## src/ppm_pkg.sv

```systemverilog
// shared constants and carrier types for the printer port block
// assumes a wishbone classic master and one 250 MHz clock domain

package ppm_pkg;

   // ==========================================================
   // sizes
   localparam int PPM_DW = 8;          // port data width
   localparam int PPM_FIFO_DEPTH = 16; // words in the write fifo
   localparam int PPM_LVL_W = 5;       // fifo level field width

   // ==========================================================
   // register byte offsets
   localparam logic [3:0] OFF_DATA = 4'h0;    // data byte
   localparam logic [3:0] OFF_STATUS = 4'h4;  // printer status
   localparam logic [3:0] OFF_CONTROL = 4'h8; // printer control
   localparam logic [3:0] OFF_FIFO = 4'hc;    // fifo level and flags

   // ==========================================================
   // status register bit positions
   localparam int ST_FAULT = 3; // fault input, low is error
   localparam int ST_PRINTER_POWERED_IN = 4;  // printer powered
   localparam int ST_PE = 5;    // paper empty
   localparam int ST_ACK = 6;   // acknowledge, low active
   localparam int ST_BUSY = 7;  // busy, read inverted

   // ==========================================================
   // control register bit positions and reset value
   localparam int CT_STROBE = 0; // 1 drives strobe low
   localparam int CT_ALF = 1;    // 1 drives auto feed low
   localparam int CT_INIT = 2;   // copied to init pin
   localparam int CT_SEL = 3;    // 1 drives select low
   localparam int CT_DIR = 5;    // 1 turns data lines to input
   localparam logic [7:0] CTRL_MASK = 8'h2f; // writable bits
   localparam logic [7:0] CTRL_RST = 8'h00;  // control after reset

   // ==========================================================
   // fifo register bit positions
   localparam int FS_EMPTY = 8; // no byte waiting
   localparam int FS_FULL = 9;  // writes to data will stall

   // ==========================================================
   // printer status pins as one bundle
   typedef struct packed {
      logic busy;    // printer busy
      logic ack_n;   // acknowledge, low active
      logic pe;      // paper empty
      logic printer_powered_in;    // printer powered
      logic fault_n; // fault, low active
   } ppm_stat_pins_t;

   // printer control pins as one bundle
   typedef struct packed {
      logic choose_n; // select printer, low active
      logic init;     // initialize, low starts it
      logic alf_n;    // auto line feed, low active
      logic strobe_n; // data strobe, low active
   } ppm_ctl_pins_t;

   localparam ppm_ctl_pins_t PINS_RST = 4'b1011; // all idle, init low

   // state of the port top
   typedef struct packed {
      logic ack;             // bus acknowledge
      logic [31:0] dat;      // bus read data
      logic [7:0] ctrl;      // control register
      logic [7:0] pd_out;    // byte on the data lines
      logic pd_oe;           // data lines driven
      logic free;            // output latch may be reloaded
      ppm_ctl_pins_t pins;   // control pin levels
   } ppm_top_st_t;

   localparam ppm_top_st_t TOP_RST = {1'b0, 32'h0000_0000, CTRL_RST,
                                      8'h00, 1'b1, 1'b1, PINS_RST};

endpackage

```

## src/ppm_fifo.sv

```systemverilog
// small write fifo with a registered read stage
// assumes both sides on one clock; valid and ready on both sides

module ppm_fifo #(
   parameter int W = 8,  // word width
   parameter int D = 16  // depth, a power of two
) (
   // clock and reset
   input wire logic clk_i,
   input wire logic rst_i,
   // filling side
   input wire logic in_valid_i,
   output logic in_ready_o,
   input wire logic [W-1:0] in_data_i,
   // draining side
   output logic out_valid_o,
   input wire logic out_ready_i,
   output logic [W-1:0] out_data_o,
   // words held, read stage included
   output logic [$clog2(D):0] level_o
);

   localparam int AW = $clog2(D);

   // refuse depths the pointer wrap cannot serve
   if (D < 2 || (D & (D - 1)) != 0) begin : g_chk
      $error("ppm_fifo depth must be a power of two");
   end

   // ==========================================================
   // state: storage, pointers, count and read stage
   typedef struct packed {
      logic [D-1:0][W-1:0] mem; // storage words
      logic [AW-1:0] wp;        // write pointer
      logic [AW-1:0] rp;        // read pointer
      logic [AW:0] cnt;         // words in storage
      logic ov;                 // read stage holds a word
      logic [W-1:0] od;         // read stage word
   } ppm_fifo_st_t;

   ppm_fifo_st_t s_r;
   ppm_fifo_st_t s_nxt;
   logic [AW:0] total; // storage plus read stage
   logic push;         // word accepted
   logic pop;          // read stage taken
   logic load;         // storage moves to read stage

   // next state of pointers, storage and read stage
   always_comb begin
      s_nxt = s_r;
      total = s_r.cnt + {{AW{1'b0}}, s_r.ov};
      push = in_valid_i && (total < (AW + 1)'(D));
      pop = s_r.ov && out_ready_i;
      load = (s_r.cnt != '0) && (!s_r.ov || pop);
      // store an accepted word
      if (push) begin
         s_nxt.mem[s_r.wp] = in_data_i;
         s_nxt.wp = s_r.wp + 1'b1;
      end
      // refill the read stage, or empty it
      if (load) begin
         s_nxt.od = s_r.mem[s_r.rp];
         s_nxt.rp = s_r.rp + 1'b1;
         s_nxt.ov = 1'b1;
      end else if (pop) begin
         s_nxt.ov = 1'b0;
      end
      s_nxt.cnt = s_r.cnt + {{AW{1'b0}}, push} - {{AW{1'b0}}, load};
   end

   // register the state
   always_ff @(posedge clk_i or posedge rst_i) begin
      if (rst_i) begin
         s_r <= '0;
      end else begin
         s_r <= s_nxt;
      end
   end

   assign in_ready_o = (total < (AW + 1)'(D));
   assign out_valid_o = s_r.ov;
   assign out_data_o = s_r.od;
   assign level_o = total;

endmodule

```

## src/ppm_port.sv

```systemverilog
// printer parallel port: status inputs, control outputs, data lines
// assumes a wishbone classic master and a printer on the pins
//
// How it works
// - printer powered level read at status bit 4
// - paper empty level read at status bit 5
// - acknowledge level read at status bit 6
// - fault level read at status bit 3
// - select pin is inverse of control bit 3
// - init pin copies control bit 2
// - auto feed pin is inverse of bit 1
// - strobe pin is inverse of control bit 0
//
// The placing of the registers and register access over Wishbone are this design's own decisions.

module ppm_port
   import ppm_pkg::*;
#(
   parameter int DEPTH = ppm_pkg::PPM_FIFO_DEPTH // write fifo depth
) (
   // clock and reset
   input wire logic clk_i,
   input wire logic rst_i,
   // wishbone slave
   input wire logic cyc_i,
   input wire logic stb_i,
   input wire logic we_i,
   input wire logic [3:0] adr_i,
   input wire logic [3:0] sel_i,
   input wire logic [31:0] dat_i,
   output logic [31:0] dat_o,
   output logic ack_o,
   // printer status inputs
   input wire logic printer_powered_in_i,
   input wire logic paper_empty_in_i,
   input wire logic ack_n_i,
   input wire logic fault_n_i,
   input wire logic busy_i,
   // printer control outputs
   output logic choose_printer_n_o,
   output logic init_o,
   output logic auto_line_feed_n_o,
   output logic strobe_n_o,
   // port data lines, two-way
   input wire logic [7:0] port_data_lines_i,
   output logic [7:0] port_data_lines_o,
   output logic [7:0] port_data_lines_oe_o
);

   // refuse depths the level field cannot show
   if (DEPTH < 2 || DEPTH > 16) begin : g_chk
      $error("ppm_port depth must lie in 2 to 16");
   end

   // ==========================================================
   // pin synchronisers

   ppm_stat_pins_t stat_raw; // status pins as met
   ppm_stat_pins_t stat_s;   // status pins after two flops
   logic [7:0] pd_s;         // data lines after two flops

   // gather the status pins into one bundle
   assign stat_raw.busy = busy_i;
   assign stat_raw.ack_n = ack_n_i;
   assign stat_raw.pe = paper_empty_in_i;
   assign stat_raw.printer_powered_in = printer_powered_in_i;
   assign stat_raw.fault_n = fault_n_i;

   // all pins cross into the clock domain together
   ppm_sync #(
      .W(13)
   ) u_sync (
      .clk_i(clk_i),
      .rst_i(rst_i),
      .d_i({stat_raw, port_data_lines_i}),
      .q_o({stat_s, pd_s})
   );

   // ==========================================================
   // write fifo between the data register and the lines

   logic fifo_in_valid;       // bus offers a byte
   logic fifo_in_ready;       // fifo has room
   logic fifo_out_valid;      // a byte waits
   logic fifo_out_ready;      // latch takes a byte
   logic [7:0] fifo_out_data; // waiting byte
   logic [$clog2(DEPTH):0] fifo_level; // bytes held

   ppm_fifo #(
      .W(PPM_DW),
      .D(DEPTH)
   ) u_fifo (
      .clk_i(clk_i),
      .rst_i(rst_i),
      .in_valid_i(fifo_in_valid),
      .in_ready_o(fifo_in_ready),
      .in_data_i(dat_i[7:0]),
      .out_valid_o(fifo_out_valid),
      .out_ready_i(fifo_out_ready),
      .out_data_o(fifo_out_data),
      .level_o(fifo_level)
   );

   // ==========================================================
   // read data selection

   // assemble the status byte from the synchronised pins
   function automatic logic [7:0] stat_byte(input ppm_stat_pins_t p);
      logic [7:0] b;
      b = 8'h00;
      b[ST_BUSY] = !p.busy;
      b[ST_ACK] = p.ack_n;
      b[ST_PE] = p.pe;
      b[ST_PRINTER_POWERED_IN] = p.printer_powered_in;
      b[ST_FAULT] = p.fault_n;
      return b;
   endfunction

   // assemble the fifo register
   function automatic logic [31:0] fifo_word(input logic [4:0] lvl,
                                             input logic rdy,
                                             input logic vld);
      logic [31:0] w;
      w = 32'h0000_0000;
      w[PPM_LVL_W-1:0] = lvl;
      w[FS_EMPTY] = !vld;
      w[FS_FULL] = !rdy;
      return w;
   endfunction

   // ==========================================================
   // port state

   ppm_top_st_t s_r;   // registered state
   ppm_top_st_t s_nxt; // next state
   logic req;          // new bus request
   logic wr_data;      // request writes the data byte
   logic wr_ctrl;      // request writes control
   logic [4:0] lvl5;   // fifo level at field width

   assign lvl5 = 5'(fifo_level);

   // bus, control register, output latch and pin levels
   always_comb begin
      s_nxt = s_r;
      req = cyc_i && stb_i && !s_r.ack;
      wr_data = req && we_i && (adr_i == OFF_DATA) && sel_i[0];
      wr_ctrl = req && we_i && (adr_i == OFF_CONTROL) && sel_i[0];
      fifo_in_valid = wr_data;
      fifo_out_ready = s_r.free && !s_r.ctrl[CT_DIR];
      // answer every request once; a data write waits for room
      s_nxt.ack = req && (!wr_data || fifo_in_ready);
      s_nxt.dat = 32'h0000_0000;
      // read data, zero for writes and unmapped offsets
      if (req && !we_i) begin
         case (adr_i)
            OFF_DATA: begin
               // input direction shows the lines, else the latch
               s_nxt.dat[7:0] = s_r.ctrl[CT_DIR] ? pd_s : s_r.pd_out;
            end
            OFF_STATUS: begin
               s_nxt.dat[7:0] = stat_byte(stat_s);
            end
            OFF_CONTROL: begin
               s_nxt.dat[7:0] = s_r.ctrl;
            end
            OFF_FIFO: begin
               s_nxt.dat = fifo_word(lvl5, fifo_in_ready, fifo_out_valid);
            end
            default: begin
               s_nxt.dat = 32'h0000_0000;
            end
         endcase
      end
      // control write, reserved bits stay zero
      if (wr_ctrl) begin
         s_nxt.ctrl = dat_i[7:0] & CTRL_MASK;
      end
      if (s_r.ctrl[CT_STROBE] && !s_nxt.ctrl[CT_STROBE]) begin
         s_nxt.free = 1'b1;
      end
      // load the next byte; the take wins over a release
      if (fifo_out_valid && fifo_out_ready) begin
         s_nxt.pd_out = fifo_out_data;
         s_nxt.free = 1'b0;
      end
      s_nxt.pd_oe = !s_nxt.ctrl[CT_DIR];
      s_nxt.pins.choose_n = !s_nxt.ctrl[CT_SEL];
      s_nxt.pins.init = s_nxt.ctrl[CT_INIT];
      s_nxt.pins.alf_n = !s_nxt.ctrl[CT_ALF];
      s_nxt.pins.strobe_n = !s_nxt.ctrl[CT_STROBE];
   end

   // register the state
   always_ff @(posedge clk_i or posedge rst_i) begin
      if (rst_i) begin
         s_r <= TOP_RST;
      end else begin
         s_r <= s_nxt;
      end
   end

   // ==========================================================
   // outputs, all from flip-flops

   assign dat_o = s_r.dat;
   assign ack_o = s_r.ack;
   assign choose_printer_n_o = s_r.pins.choose_n;
   assign init_o = s_r.pins.init;
   assign auto_line_feed_n_o = s_r.pins.alf_n;
   assign strobe_n_o = s_r.pins.strobe_n;
   assign port_data_lines_o = s_r.pd_out;
   assign port_data_lines_oe_o = {8{s_r.pd_oe}};

   // ==========================================================
   // checks on the bus and pins

   a_printer_powered_in_status: assert property (
      @(posedge clk_i) disable iff (rst_i)
      (req && !we_i && adr_i == OFF_STATUS)
      |=> (ack_o && dat_o[ST_PRINTER_POWERED_IN] == $past(stat_s.printer_powered_in)))
      else $error("powered level not in status bit 4");

   a_pe_status: assert property (
      @(posedge clk_i) disable iff (rst_i)
      (req && !we_i && adr_i == OFF_STATUS)
      |=> dat_o[ST_PE] == $past(paper_empty_in_i, 3))
      else $error("paper empty not in status bit 5");

   a_ack_status: assert property (
      @(posedge clk_i) disable iff (rst_i)
      (ack_o && !we_i && adr_i == OFF_STATUS)
      |-> dat_o[ST_ACK] == $past(stat_s.ack_n))
      else $error("acknowledge not in status bit 6");

   a_fault_status: assert property (
      @(posedge clk_i) disable iff (rst_i)
      (ack_o && !we_i && adr_i == OFF_STATUS)
      |-> dat_o[ST_FAULT] == $past(fault_n_i, 3))
      else $error("fault not in status bit 3");

   a_busy_status: assert property (
      @(posedge clk_i) disable iff (rst_i)
      (ack_o && !we_i && adr_i == OFF_STATUS)
      |-> dat_o[ST_BUSY] != $past(busy_i, 3))
      else $error("busy not inverted in status bit 7");

   a_select_pin: assert property (
      @(posedge clk_i) disable iff (rst_i)
      (ack_o && we_i && adr_i == OFF_CONTROL && sel_i[0])
      |-> choose_printer_n_o == !dat_i[CT_SEL])
      else $error("select pin not inverse of bit 3");

   a_init_pin: assert property (
      @(posedge clk_i) disable iff (rst_i)
      (ack_o && we_i && adr_i == OFF_CONTROL && sel_i[0])
      |-> init_o == dat_i[CT_INIT])
      else $error("init pin not equal to bit 2");

   logic ctrl_bit_alf; // control bit 1 for the feed check
   assign ctrl_bit_alf = s_r.ctrl[CT_ALF];

   a_alf_pin: assert property (
      @(posedge clk_i) disable iff (rst_i)
      $changed(auto_line_feed_n_o)
      |-> $past(wr_ctrl) && auto_line_feed_n_o != ctrl_bit_alf)
      else $error("auto feed pin not inverse of bit 1");

   a_strobe_pin: assert property (
      @(posedge clk_i) disable iff (rst_i)
      (ack_o && we_i && adr_i == OFF_CONTROL && sel_i[0])
      |-> strobe_n_o == !dat_i[CT_STROBE])
      else $error("strobe pin not inverse of bit 0");

   a_data_dir: assert property (
      @(posedge clk_i) disable iff (rst_i)
      (ack_o && we_i && adr_i == OFF_CONTROL && sel_i[0])
      |-> port_data_lines_oe_o == {8{!dat_i[CT_DIR]}})
      else $error("data direction not set by bit 5");

   a_latch_hold: assert property (
      @(posedge clk_i) disable iff (rst_i)
      (!s_r.free && !$fell(s_r.ctrl[CT_STROBE]))
      |=> $stable(port_data_lines_o))
      else $error("data changed before strobe release");

   a_data_in_read: assert property (
      @(posedge clk_i) disable iff (rst_i)
      (req && !we_i && adr_i == OFF_DATA && s_r.ctrl[CT_DIR])
      |=> dat_o[7:0] == $past(port_data_lines_i, 3))
      else $error("input lines not shown by data register");

   a_data_out_read: assert property (
      @(posedge clk_i) disable iff (rst_i)
      (req && !we_i && adr_i == OFF_DATA && !s_r.ctrl[CT_DIR])
      |=> dat_o[7:0] == $past(port_data_lines_o))
      else $error("output latch not shown by data register");

   a_lines_quiet: assert property (
      @(posedge clk_i) disable iff (rst_i)
      !port_data_lines_oe_o[0]
      |=> $stable(port_data_lines_o))
      else $error("latch reloaded while lines are inputs");

   a_select_read: assert property (
      @(posedge clk_i) disable iff (rst_i)
      (req && !we_i && adr_i == OFF_CONTROL)
      |=> dat_o[CT_SEL] == !$past(choose_printer_n_o))
      else $error("select pin and control bit 3 disagree");

   a_init_read: assert property (
      @(posedge clk_i) disable iff (rst_i)
      (req && !we_i && adr_i == OFF_CONTROL)
      |=> dat_o[CT_INIT] == $past(init_o))
      else $error("init pin and control bit 2 disagree");

   a_alf_read: assert property (
      @(posedge clk_i) disable iff (rst_i)
      (req && !we_i && adr_i == OFF_CONTROL)
      |=> dat_o[CT_ALF] == !$past(auto_line_feed_n_o))
      else $error("auto feed pin and control bit 1 disagree");

   a_strobe_read: assert property (
      @(posedge clk_i) disable iff (rst_i)
      (req && !we_i && adr_i == OFF_CONTROL)
      |=> dat_o[CT_STROBE] == !$past(strobe_n_o))
      else $error("strobe pin and control bit 0 disagree");

   a_dir_read: assert property (
      @(posedge clk_i) disable iff (rst_i)
      (req && !we_i && adr_i == OFF_CONTROL)
      |=> dat_o[CT_DIR] == !$past(port_data_lines_oe_o[0]))
      else $error("line direction and control bit 5 disagree");

endmodule

```

## src/ppm_sync.sv

```systemverilog
// two flip-flop synchroniser for a bundle of pin levels
// assumes the bits are independent levels, no word coherence needed

module ppm_sync #(
   parameter int W = 1 // bundle width
) (
   // clock and reset
   input wire logic clk_i,
   input wire logic rst_i,
   // pins in, synchronised out
   input wire logic [W-1:0] d_i,
   output logic [W-1:0] q_o
);

   // ==========================================================
   // state: first stage is read only by the second
   typedef struct packed {
      logic [W-1:0] meta; // first stage
      logic [W-1:0] q;    // second stage
   } ppm_sync_st_t;

   ppm_sync_st_t s_r;
   ppm_sync_st_t s_nxt;

   // shift the pins through both stages
   always_comb begin
      s_nxt.meta = d_i;
      s_nxt.q = s_r.meta;
   end

   // register the stages
   always_ff @(posedge clk_i or posedge rst_i) begin
      if (rst_i) begin
         s_r <= '0;
      end else begin
         s_r <= s_nxt;
      end
   end

   assign q_o = s_r.q;

endmodule

```

## config.mk

```make
export PLATFORM = sky130hd
export DESIGN_NAME = ppm_port
export DESIGN_NICKNAME = d
export VERILOG_FILES = /design/src/ppm_pkg.sv /design/src/ppm_fifo.sv /design/src/ppm_port.sv /design/src/ppm_sync.sv
export SDC_FILE = /design/constraint.sdc
export NUM_CORES = 1
export LEC_CHECK = 0
export BUFFER_PORTS_ARGS = -buffer_cell sky130_fd_sc_hd__buf_2
export CORE_MARGIN = 4
export CORE_UTILIZATION = 38
export CTS_CLUSTER_SIZE = 20
export DETAILED_ROUTE_END_ITERATION = 12
export GPL_TIMING_DRIVEN = 0
export PLACE_DENSITY = 0.54
export SLEW_MARGIN = 20
export SYNTH_ARGS = -nofsm -noshare
export SYNTH_HDL_FRONTEND = slang
export SYNTH_SLANG_ARGS = --single-unit
```

## constraint.sdc

```tcl
create_clock -name clk_i -period 7.8 [get_ports clk_i]
set_input_delay 0.39 -clock clk_i [delete_from_list [all_inputs] [get_ports clk_i]]
set_output_delay 0.39 -clock clk_i [all_outputs]
set_load 0.05 [all_outputs]
```

After elaboration in Yosys (flattened, before gate mapping)
Cells that the tools add are included.
{"block": "totals", "in_bits": 58, "out_inout_bits": 53, "elab_cells": 91, "register_bits": 228}
{"block": "op_classes", "muxes": 14, "n_lt_le_gt_ge": 4, "n_reduce_logical": 32, "n_eq_ne": 3, "addsub": 5}
{"operator": "$bwmux 128", "n": 1}
{"operator": "$bmux 8 s4", "n": 1}
{"operator": "$demux 8 s4", "n": 1}
{"operator": "$mux 32", "n": 1}
{"operator": "$pmux 8 s4", "n": 1}
{"operator": "$mux 8", "n": 3}
{"operator": "$logic_and 1x1->1", "n": 15}
{"operator": "$logic_not 1->1", "n": 11}
{"operator": "$add 5x1->5", "n": 2}
{"operator": "$lt 4x5->1 const B", "n": 2}
{"operator": "$add 4x1->4 const B", "n": 2}
{"operator": "$eq 4x4->1 const B", "n": 2}
{"operator": "$mux 6", "n": 1}
{"operator": "$lt 5x5->1 const B", "n": 1}
{"operator": "$reduce_bool 5->1", "n": 1}
{"operator": "$sub 5x1->5", "n": 1}
{"operator": "$eq 4x3->1 const B", "n": 1}
{"operator": "$ge 4x1->1 const B", "n": 1}
{"operator": "$logic_not 4->1", "n": 1}
{"operator": "$mux 1", "n": 4}
{"operator": "$reduce_bool 2->1", "n": 2}
{"operator": "$logic_or 1x1->1", "n": 2}
{"operator": "$mux 2", "n": 1}

Logic depth before layout (Yosys ltp)
Gate-level depths: netlist of the first run.
{"block": "depth", "word_depth": 10, "depth_mapped": 15, "depth_no_buf": 14}

Modules after synthesis
A second synthesis of the first run with hierarchy kept.
{"block": "hier_totals", "hier_cells": 666, "area_unflattened_um2": 9564.2}
{"mod": "ppm_fifo", "area_per_inst_um2": 7185.6, "n_inst": 1, "seq_area_each_um2": 3753.6, "cells_per_inst": 484}
{"mod": "ppm_port", "area_per_inst_um2": 1724.2, "n_inst": 1, "seq_area_each_um2": 732.0, "cells_per_inst": 155}
{"mod": "ppm_sync", "area_per_inst_um2": 654.4, "n_inst": 1, "seq_area_each_um2": 650.6, "cells_per_inst": 27}

Worst setup path before layout of the first run
No wires, ideal clock.
{"block": "synth_path", "kind": "register to register", "from": "register u_fifo.s_r (netlist bit u_fifo.out_valid_o)", "to": "register u_fifo.s_r[13] (netlist bit)", "arrival_ns": 2.835, "setup_time_ns": 0.080, "period_less_slack_ns": 2.915, "required_ns": 7.720, "n_path_buf": 1, "path_stages_with_launch": 15, "setup_slack_ns": 4.885, "path_cell_list": "dfrtp_1 -> ha_1 -> ha_1 -> nand2_1 -> xor2_1 -> buf_4 -> nand2_1 -> inv_1 -> ha_1 -> inv_1 -> fa_1 -> inv_1 -> a21oi_1 -> o21bai_1 -> xnor2_1"}
{"item": "from (decl)", "line": "ppm_fifo.sv:41", "source": "ppm_fifo_st_t s_r;"}
{"item": "from (signal assigned)", "line": "ppm_fifo.sv:76", "source": "s_r <= s_nxt;"}

==> out/results.ini, run 1 <==
[clock_network]
worstSkewPairLatency_ps=510
root_buffer=clkbuf_16
cts_buffer_depth=3
tritoncts=done
path_clk_slew_ps=60
cts.sinks=205
h-tree-depth=1
cts_made_buffers=24

[critical_path]
critical-path-top-cell-by-count=inv_1
slowest_stage=nor4b_1
worst-setup-path-type=reg -> reg
path_cells=inv_1 > ha_1 > nor4b_1 > a21o_1 > clkbuf_1 > inv_1 > ha_1 > inv_1 > ha_1 > inv_1 > fa_1 > inv_1 > a21oi_1 > o21bai_1 > xnor2_1
slowest_delay_ps=480
end_kind=flop
cp_max_fo=10
crit_buf_inv=6
path_delay_family=adder cells
crit_path_start_kind=flop
arrival_ps=3950
crit_required_ps=8230

[timing]
max_slew_margin_pct=41.0
fin_crit_sh_pct=45.2
skew_ps=7.81
slew_viol_final=0
hold_viol=0
setup_ws_ps=4280
setup_viol=0
fmax_ghz=0.284
rsz0062_at_grt=false
worstMarginPinSlew_ps=886
period_needed_ps=3520

[drt]
vias=5544
drcViolationCount=0
wl_per_cell_microns=19.0
drt_iter0_drc=266
wl_microns=21100
dr.pass1.iters=4
vias_per_cell=5.00
final_antenna_net_count=0

[power_and_ir_drop]
p_leak_nw=5.69
power_density_mw_per_mm2=217
ir_worst_vdd_v=0.000180

[placed_design]
dpl_cell_area_sq_mm=0.0104
place_ws_ps=4320
place_hpwl_microns=14900
routabilityCongestion=0.731
io_buffers=61

[cells_and_area]
finalNetCount=843
n_fill_cell=2246
final_cell_mix=200 x dfrtp_1, 130 x mux2_2, 65 x buf_2
final_area_sq_mm=0.0113
multi_input_area_sq_mm=0.00389
final_common_cell=dfrtp_1
drive_above_1_share_pct=46.0
register_area_sq_mm=0.00514
num_antenna_cells=0
area_delta_synth_final_pct=17.9

[global_route]
overflow=0
grt_pass1_wl_microns=34600
grt_max_degree=106
grt_antenna_before_repair=0
grt_pass1_vias=6145
track_usage_pct=15.5

[yosys]
syn_inst=647
synth_flop_cell=dfrtp_1
yosysWarnings=0
synth_enable_flop_cells=0
synthDistinctLibCells=47
synth_area_sq_mm=0.00955
ys_ff_latch=205
yosysSeqAreaShare_pct=53.8
syn_avg_cell_area_sq_um=14.8
ys_async_sr_fraction_pct=100

[die]
fp.dieW_microns=167
fp.coreArea_sq_mm=0.0245
rows=57
start_util_pct=38.9
fp.dieH_microns=167
pin_count=111
die_area_sq_mm=0.0277

[run]
max-cap-violations=0

[min_path]
hold_path_class=in -> async

[run_status]
status=complete, no violations

==> cell families (layout without fill, tap and decap cells) <==
kind of cell             Yosys count  count (layout)  synth area share (%)
buffers and inverters            100             217                  6.35
adder cells (fa/ha/maj)           16              16                  2.17
AO/OA/AOI/OAI                     45              45                  3.25
flip-flops                       205             205                  53.8
other                              1              22                0.0393
multiplexers                     191             191                  26.7
AND/OR/NAND/NOR                   75              75                  6.39
XOR/XNOR                          14              14                  1.28
==> layer usage <==
layer | share of wire [%] | global-route usage [%]
met2 | 51 | 27.0
met4 | 1.9 | 3.13
met1 | 44 | 20.8
met3 | 2.6 | 2.18
met5 | 0 | 0
==> path summary, 6_finish.rpt <==
path	from	slack (ps)	cells past startpoint	to
setup / recovery	u_fifo.s_r[11]	4280	15	u_fifo.s_r[13]
hold / removal	rst_i	10	2	u_fifo.s_r[104]
setup reg to reg	u_fifo.s_r[11]	4280	15	u_fifo.s_r[13]
hold reg to reg	u_sync.s_nxt[10]	350	0	u_sync.q_o[10]
max in group asynchronous	rst_i	6820	3	auto_line_feed_n_o
min in group clk_i	we_i	170	2	dat_o[9]
==> synth_stat cells (7+ instances only) <==
library cell / number / area [sq um]
mux2_4: 16 / 240
ha_1: 15 / 188
buf_4: 50 / 375
a21oi_1: 15 / 75.1
mux2i_1: 13 / 130
a22oi_1: 9 / 67.6
nand2_1: 17 / 63.8
a211o_1: 7 / 61.3
a22o_1: 7 / 61.3
inv_1: 19 / 71.3
mux2_2: 130 / 1460
clkbuf_1: 20 / 75.1
mux4_2: 32 / 721
nor2b_1: 11 / 68.8
dfrtp_1: 200 / 5000
xnor2_1: 9 / 78.8
==> through the flow <==
stage / power, W / std cells / setup TNS, ps / hold WS (ps) / util, %
after global placement: 0.00139 / 1053 / -35130 / 334 / 42.2
after floorplan: 0.00133 / 668 / 0 / 331 / -
final: 0.00244 / 1109 / 0 / 9.51 / 45.9
after CTS: 0.00248 / 1109 / 0 / 48.9 / 45.9
after global routing: 0.00255 / 1109 / 0 / 74.2 / 45.9
after detailed placement: 0.00140 / 1054 / 0 / 337 / 42.3
==> layout make-up <==
cell class | count | area share [%]
well taps | 324 | 3.60
clock buffers | 33 | 6.26
flip-flops and latches | 205 | 45.6
clock inverters | 9 | 0.478
multi-input cells | 363 | 34.5
inverters | 19 | 0.700
repair buffers | 75 | 4.11
plain buffers | 81 | 4.75
==> power by group <==
part | leakage, nW | total (W) | switching [W] | internal, W
Combinational | 2.55 | 0.000279 | 0.000187 | 0.0000913
Sequential | 2.76 | 0.00111 | 0.0000201 | 0.00109
Clock | 0.375 | 0.00106 | 0.000426 | 0.000630
Total | 5.69 | 0.00244 | 0.000634 | 0.00181
==> sequential cells by signal (all words and copies together), names as in the netlist <==
register	count
u_fifo.s_r	141
u_sync.q_o	13
u_sync.s_nxt	13
dat_o	10
port_data_lines_o	8
u_fifo.out_data_o	8
s_r	5
ack_o	1
auto_line_feed_n_o	1
choose_printer_n_o	1
ctrl_bit_alf	1
port_data_lines_oe_o	1
strobe_n_o	1
u_fifo.out_valid_o	1
==> repair_timing <==
action	in CTS	in global routing
hold buffers	13	0
setup buffers	0	0
gates resized for setup	0	0
endpoints found under the setup margin	0	0
endpoints found under the hold margin	13	0
==> worst register-to-register path, cell delays in order, from the launching register on <==
cell and delay, ps:
dfrtp_1 450, inv_1 120, ha_1 150, nor4b_1 480, a21o_1 150, clkbuf_1 380, inv_1 270, ha_1 350
inv_1 60, ha_1 150, inv_1 60, fa_1 390, inv_1 70, a21oi_1 60, o21bai_1 170, xnor2_1 140
(Power assumes the default switching activity.)
==> run 2, diff against run 1 <==
--- a/config.mk
+++ b/config.mk
@@ -11,7 +11,7 @@
 export CTS_CLUSTER_SIZE = 20
 export DETAILED_ROUTE_END_ITERATION = 12
 export GPL_TIMING_DRIVEN = 0
-export PLACE_DENSITY = 0.54
+export PLACE_DENSITY = 0.56
 export SLEW_MARGIN = 20
 export SYNTH_ARGS = -nofsm -noshare
 export SYNTH_HDL_FRONTEND = slang
==> constraint.sdc (replaced) <==
create_clock -name clk_i -period 3.1 [get_ports clk_i]
set_input_delay 0.155 -clock clk_i [delete_from_list [all_inputs] [get_ports clk_i]]
set_output_delay 0.155 -clock clk_i [all_outputs]
set_load 0.05 [all_outputs]
==> run 2 against run 1 <==
  * Clock skew about the same
  * Via count up 0.79%
  * Sequential share of layout area shrank 0.80 points
  * Maximum frequency grew 23%
  * Sequential power increased to 2.5 times the previous value
==> out/results.ini, run 2 (synthesis gave the netlist of run 1 again) <==
[timing]
setup_ws_ps=246  ; -4030 ps
holdWs_ps=10.3  ; +0.754 ps
rsz0062_at_grt=false
period_needed_ps=2850  ; -668 ps
worstMarginPinSlew_ps=902  ; +16.1 ps
hold_viol=0  ; unchanged
fin_crit_sh_pct=92.1  ; +47 points
slew_viol_final=0  ; unchanged
skew_ps=7.40  ; -0.402 ps
max_slew_margin_pct=39.9  ; -1.1 points
totalNegativeSetupSlack_ps=0  ; unchanged
fmax_ghz=0.350  ; +23%
setup_viol=0  ; unchanged

[clock_network]
path_clk_slew_ps=60  ; about the same
root_buffer=clkbuf_16
cts.sinks=205  ; unchanged
cts_made_buffers=23  ; -4.2%
tritoncts=done
h-tree-depth=1  ; unchanged
cts_buffer_depth=3  ; unchanged
worstSkewPairLatency_ps=490  ; -20 ps

[global_route]
grt_pass1_vias=6147  ; +0.033%
overflow=0  ; unchanged
grt_max_degree=36  ; -66%
grt_antenna_before_repair=0  ; unchanged
grt_pass1_wl_microns=34700  ; +0.32%
track_usage_pct=15.5  ; +0.090 points

[min_path]
min_from=dat_i[5]
whs_endpoint=u_fifo.s_r[107]
hold-path-cell-count=2
hold_path_class=in -> reg

[critical_path]
crit_required_ps=3510  ; -4720 ps
rr_startpoint=u_fifo.out_valid_o
ff2ff_path_depth=14  ; -1
path_cells=ha_1 > ha_1 > nand2_1 > xor2_4 > buf_6 > nand2_1 > inv_1 > ha_1 > inv_1 > fa_1 > inv_1 > a21oi_1 > o21bai_1 > xnor2_1
arrival_ps=3260  ; -690 ps
cp_max_fo=10  ; unchanged
end_kind=flop
r2r-end=u_fifo.s_r[13]
slowest_stage=dfrtp_1
r2r_setup_slack_ps=250  ; -4030 ps
worst-setup-path-type=reg -> reg
slowest_delay_ps=430  ; -50 ps
crit_path_start_kind=flop

[placed_design]
place_ws_ps=-283  ; -4610 ps
dpl_cell_area_sq_mm=0.0105  ; +0.93%
io_buffers=61  ; unchanged
routabilityCongestion=0.781  ; +6.9%
place_hpwl_microns=15500  ; +3.8%

[die]
fp.dieW_microns=167  ; unchanged
rows=57  ; unchanged
fp.dieH_microns=167  ; unchanged
fp.coreArea_sq_mm=0.0245  ; unchanged
die_area_sq_mm=0.0277  ; unchanged
start_util_pct=38.9  ; unchanged
pin_count=111  ; unchanged

[cells_and_area]
final_area_sq_mm=0.0115  ; +1.8%
num_antenna_cells=0  ; unchanged
drive_above_1_share_pct=46.3  ; +0.30 points
finalNetCount=855  ; +1.4%
area_delta_synth_final_pct=20.0
final_cell_mix=200 x dfrtp_1, 130 x mux2_2, 65 x buf_2
regMostFlops=u_fifo.s_r
largest_reg_flops=141  ; unchanged
final_common_cell=dfrtp_1

[drt]
drcViolationCount=0  ; unchanged
drt_iter0_drc=262  ; -1.5%
vias_per_cell=4.99  ; -0.11%
vias=5588  ; +0.79%
wl_per_cell_microns=19.1  ; +0.61%
wl_microns=21400  ; +1.5%
final_antenna_net_count=0  ; unchanged
dr.pass1.iters=4  ; unchanged

[run]
max-cap-violations=0  ; unchanged

[power_and_ir_drop]
ir_worst_vdd_v=0.000418  ; +130%
power_density_mw_per_mm2=541  ; +150%
power_w=0.00621  ; +150%
p_leak_nw=5.77  ; +1.5%

[run_status]
status=complete, no violations

## run 2: cell types whose count changed in the layout (fill, tap and decap cells not counted), moves of 2 or more
cell,delta
dlygate4sd3_1,+7
buf_12,+5
bufinv_16,+2
clkbuf_16,-2
## run 2: routing by layer
metal / GRT usage [%] / wire length, microns / up-vias / part of all wire, %
met3: 2.49 / 716 / 32 / 3.3
met5: 0 / 0 / - / 0
met1: 21.4 / 9530 / 2924 / 44
met4: 3.31 / 401 / 0 / 1.9
li1: - / - / 2537 / -
met2: 26.3 / 10800 / 95 / 50
## run 2: per-stage QoR
step | cells | util [%]
2_1_floorplan | 668 | -
3_3_place_gp | 1053 | 42.2
3_5_place_dp | 1059 | 42.7
4_1_cts | 1117 | 46.6
5_1_grt | 1119 | 46.7
6_report | 1119 | 46.7
## run 2: power breakdown
group / internal [W] / switching [W]
Clock: 0.00162 / 0.00104
Sequential: 0.00274 / 0.0000591
Combinational: 0.000279 / 0.000482
Total: 0.00463 / 0.00158
## run 2: what timing repair did
item | in CTS | in global routing
pin swaps | 0 | 1
hold endpoints to repair | 59 | 0
cloned | 0 | 0
gates resized for setup | 3 | 3
setup endpoints to repair | 3 | 1
hold buffers | 20 | 0
buffers inserted | 0 | 2
## run 2: worst max-delay path: cells and delay by family (launching register included)
family / cells / cell delay, ps
flops: 1 / 430
compound gates: 2 / 210
xor+xnor: 2 / 340
fa+ha+maj: 4 / 1030
buf+inv: 4 / 430
simple gates: 2 / 330
## run 2: worst max-delay path by stage
| stage | start | end | slack, ps |
|---|---|---|---|
| global placement | rst_i | u_fifo.s_r[61] | -800 |
| floorplan | u_fifo.out_valid_o | u_fifo.s_r[13] | 180 |
| global route | u_fifo.out_valid_o | u_fifo.s_r[13] | 30 |
| detailed placement | u_fifo.s_r[11] | u_fifo.s_r[13] | -280 |
| CTS | u_fifo.s_r[11] | u_fifo.s_r[13] | 20 |
| finish | u_fifo.out_valid_o | u_fifo.s_r[13] | 250 |
## run 2: final cells by class
| type | instances | area [sq um] |
|---|---|---|
| Clock buffer | 30 | 642 |
| Clock inverter | 9 | 101 |
| Timing Repair Buffer | 89 | 648 |
| Sequential cell | 205 | 5140 |
| Multi-Input combinational cell | 363 | 3920 |
| Inverter | 19 | 75.1 |
| Fill cell | 2196 | 13100 |
| Buffer | 80 | 536 |
| Tap cell | 324 | 405 |
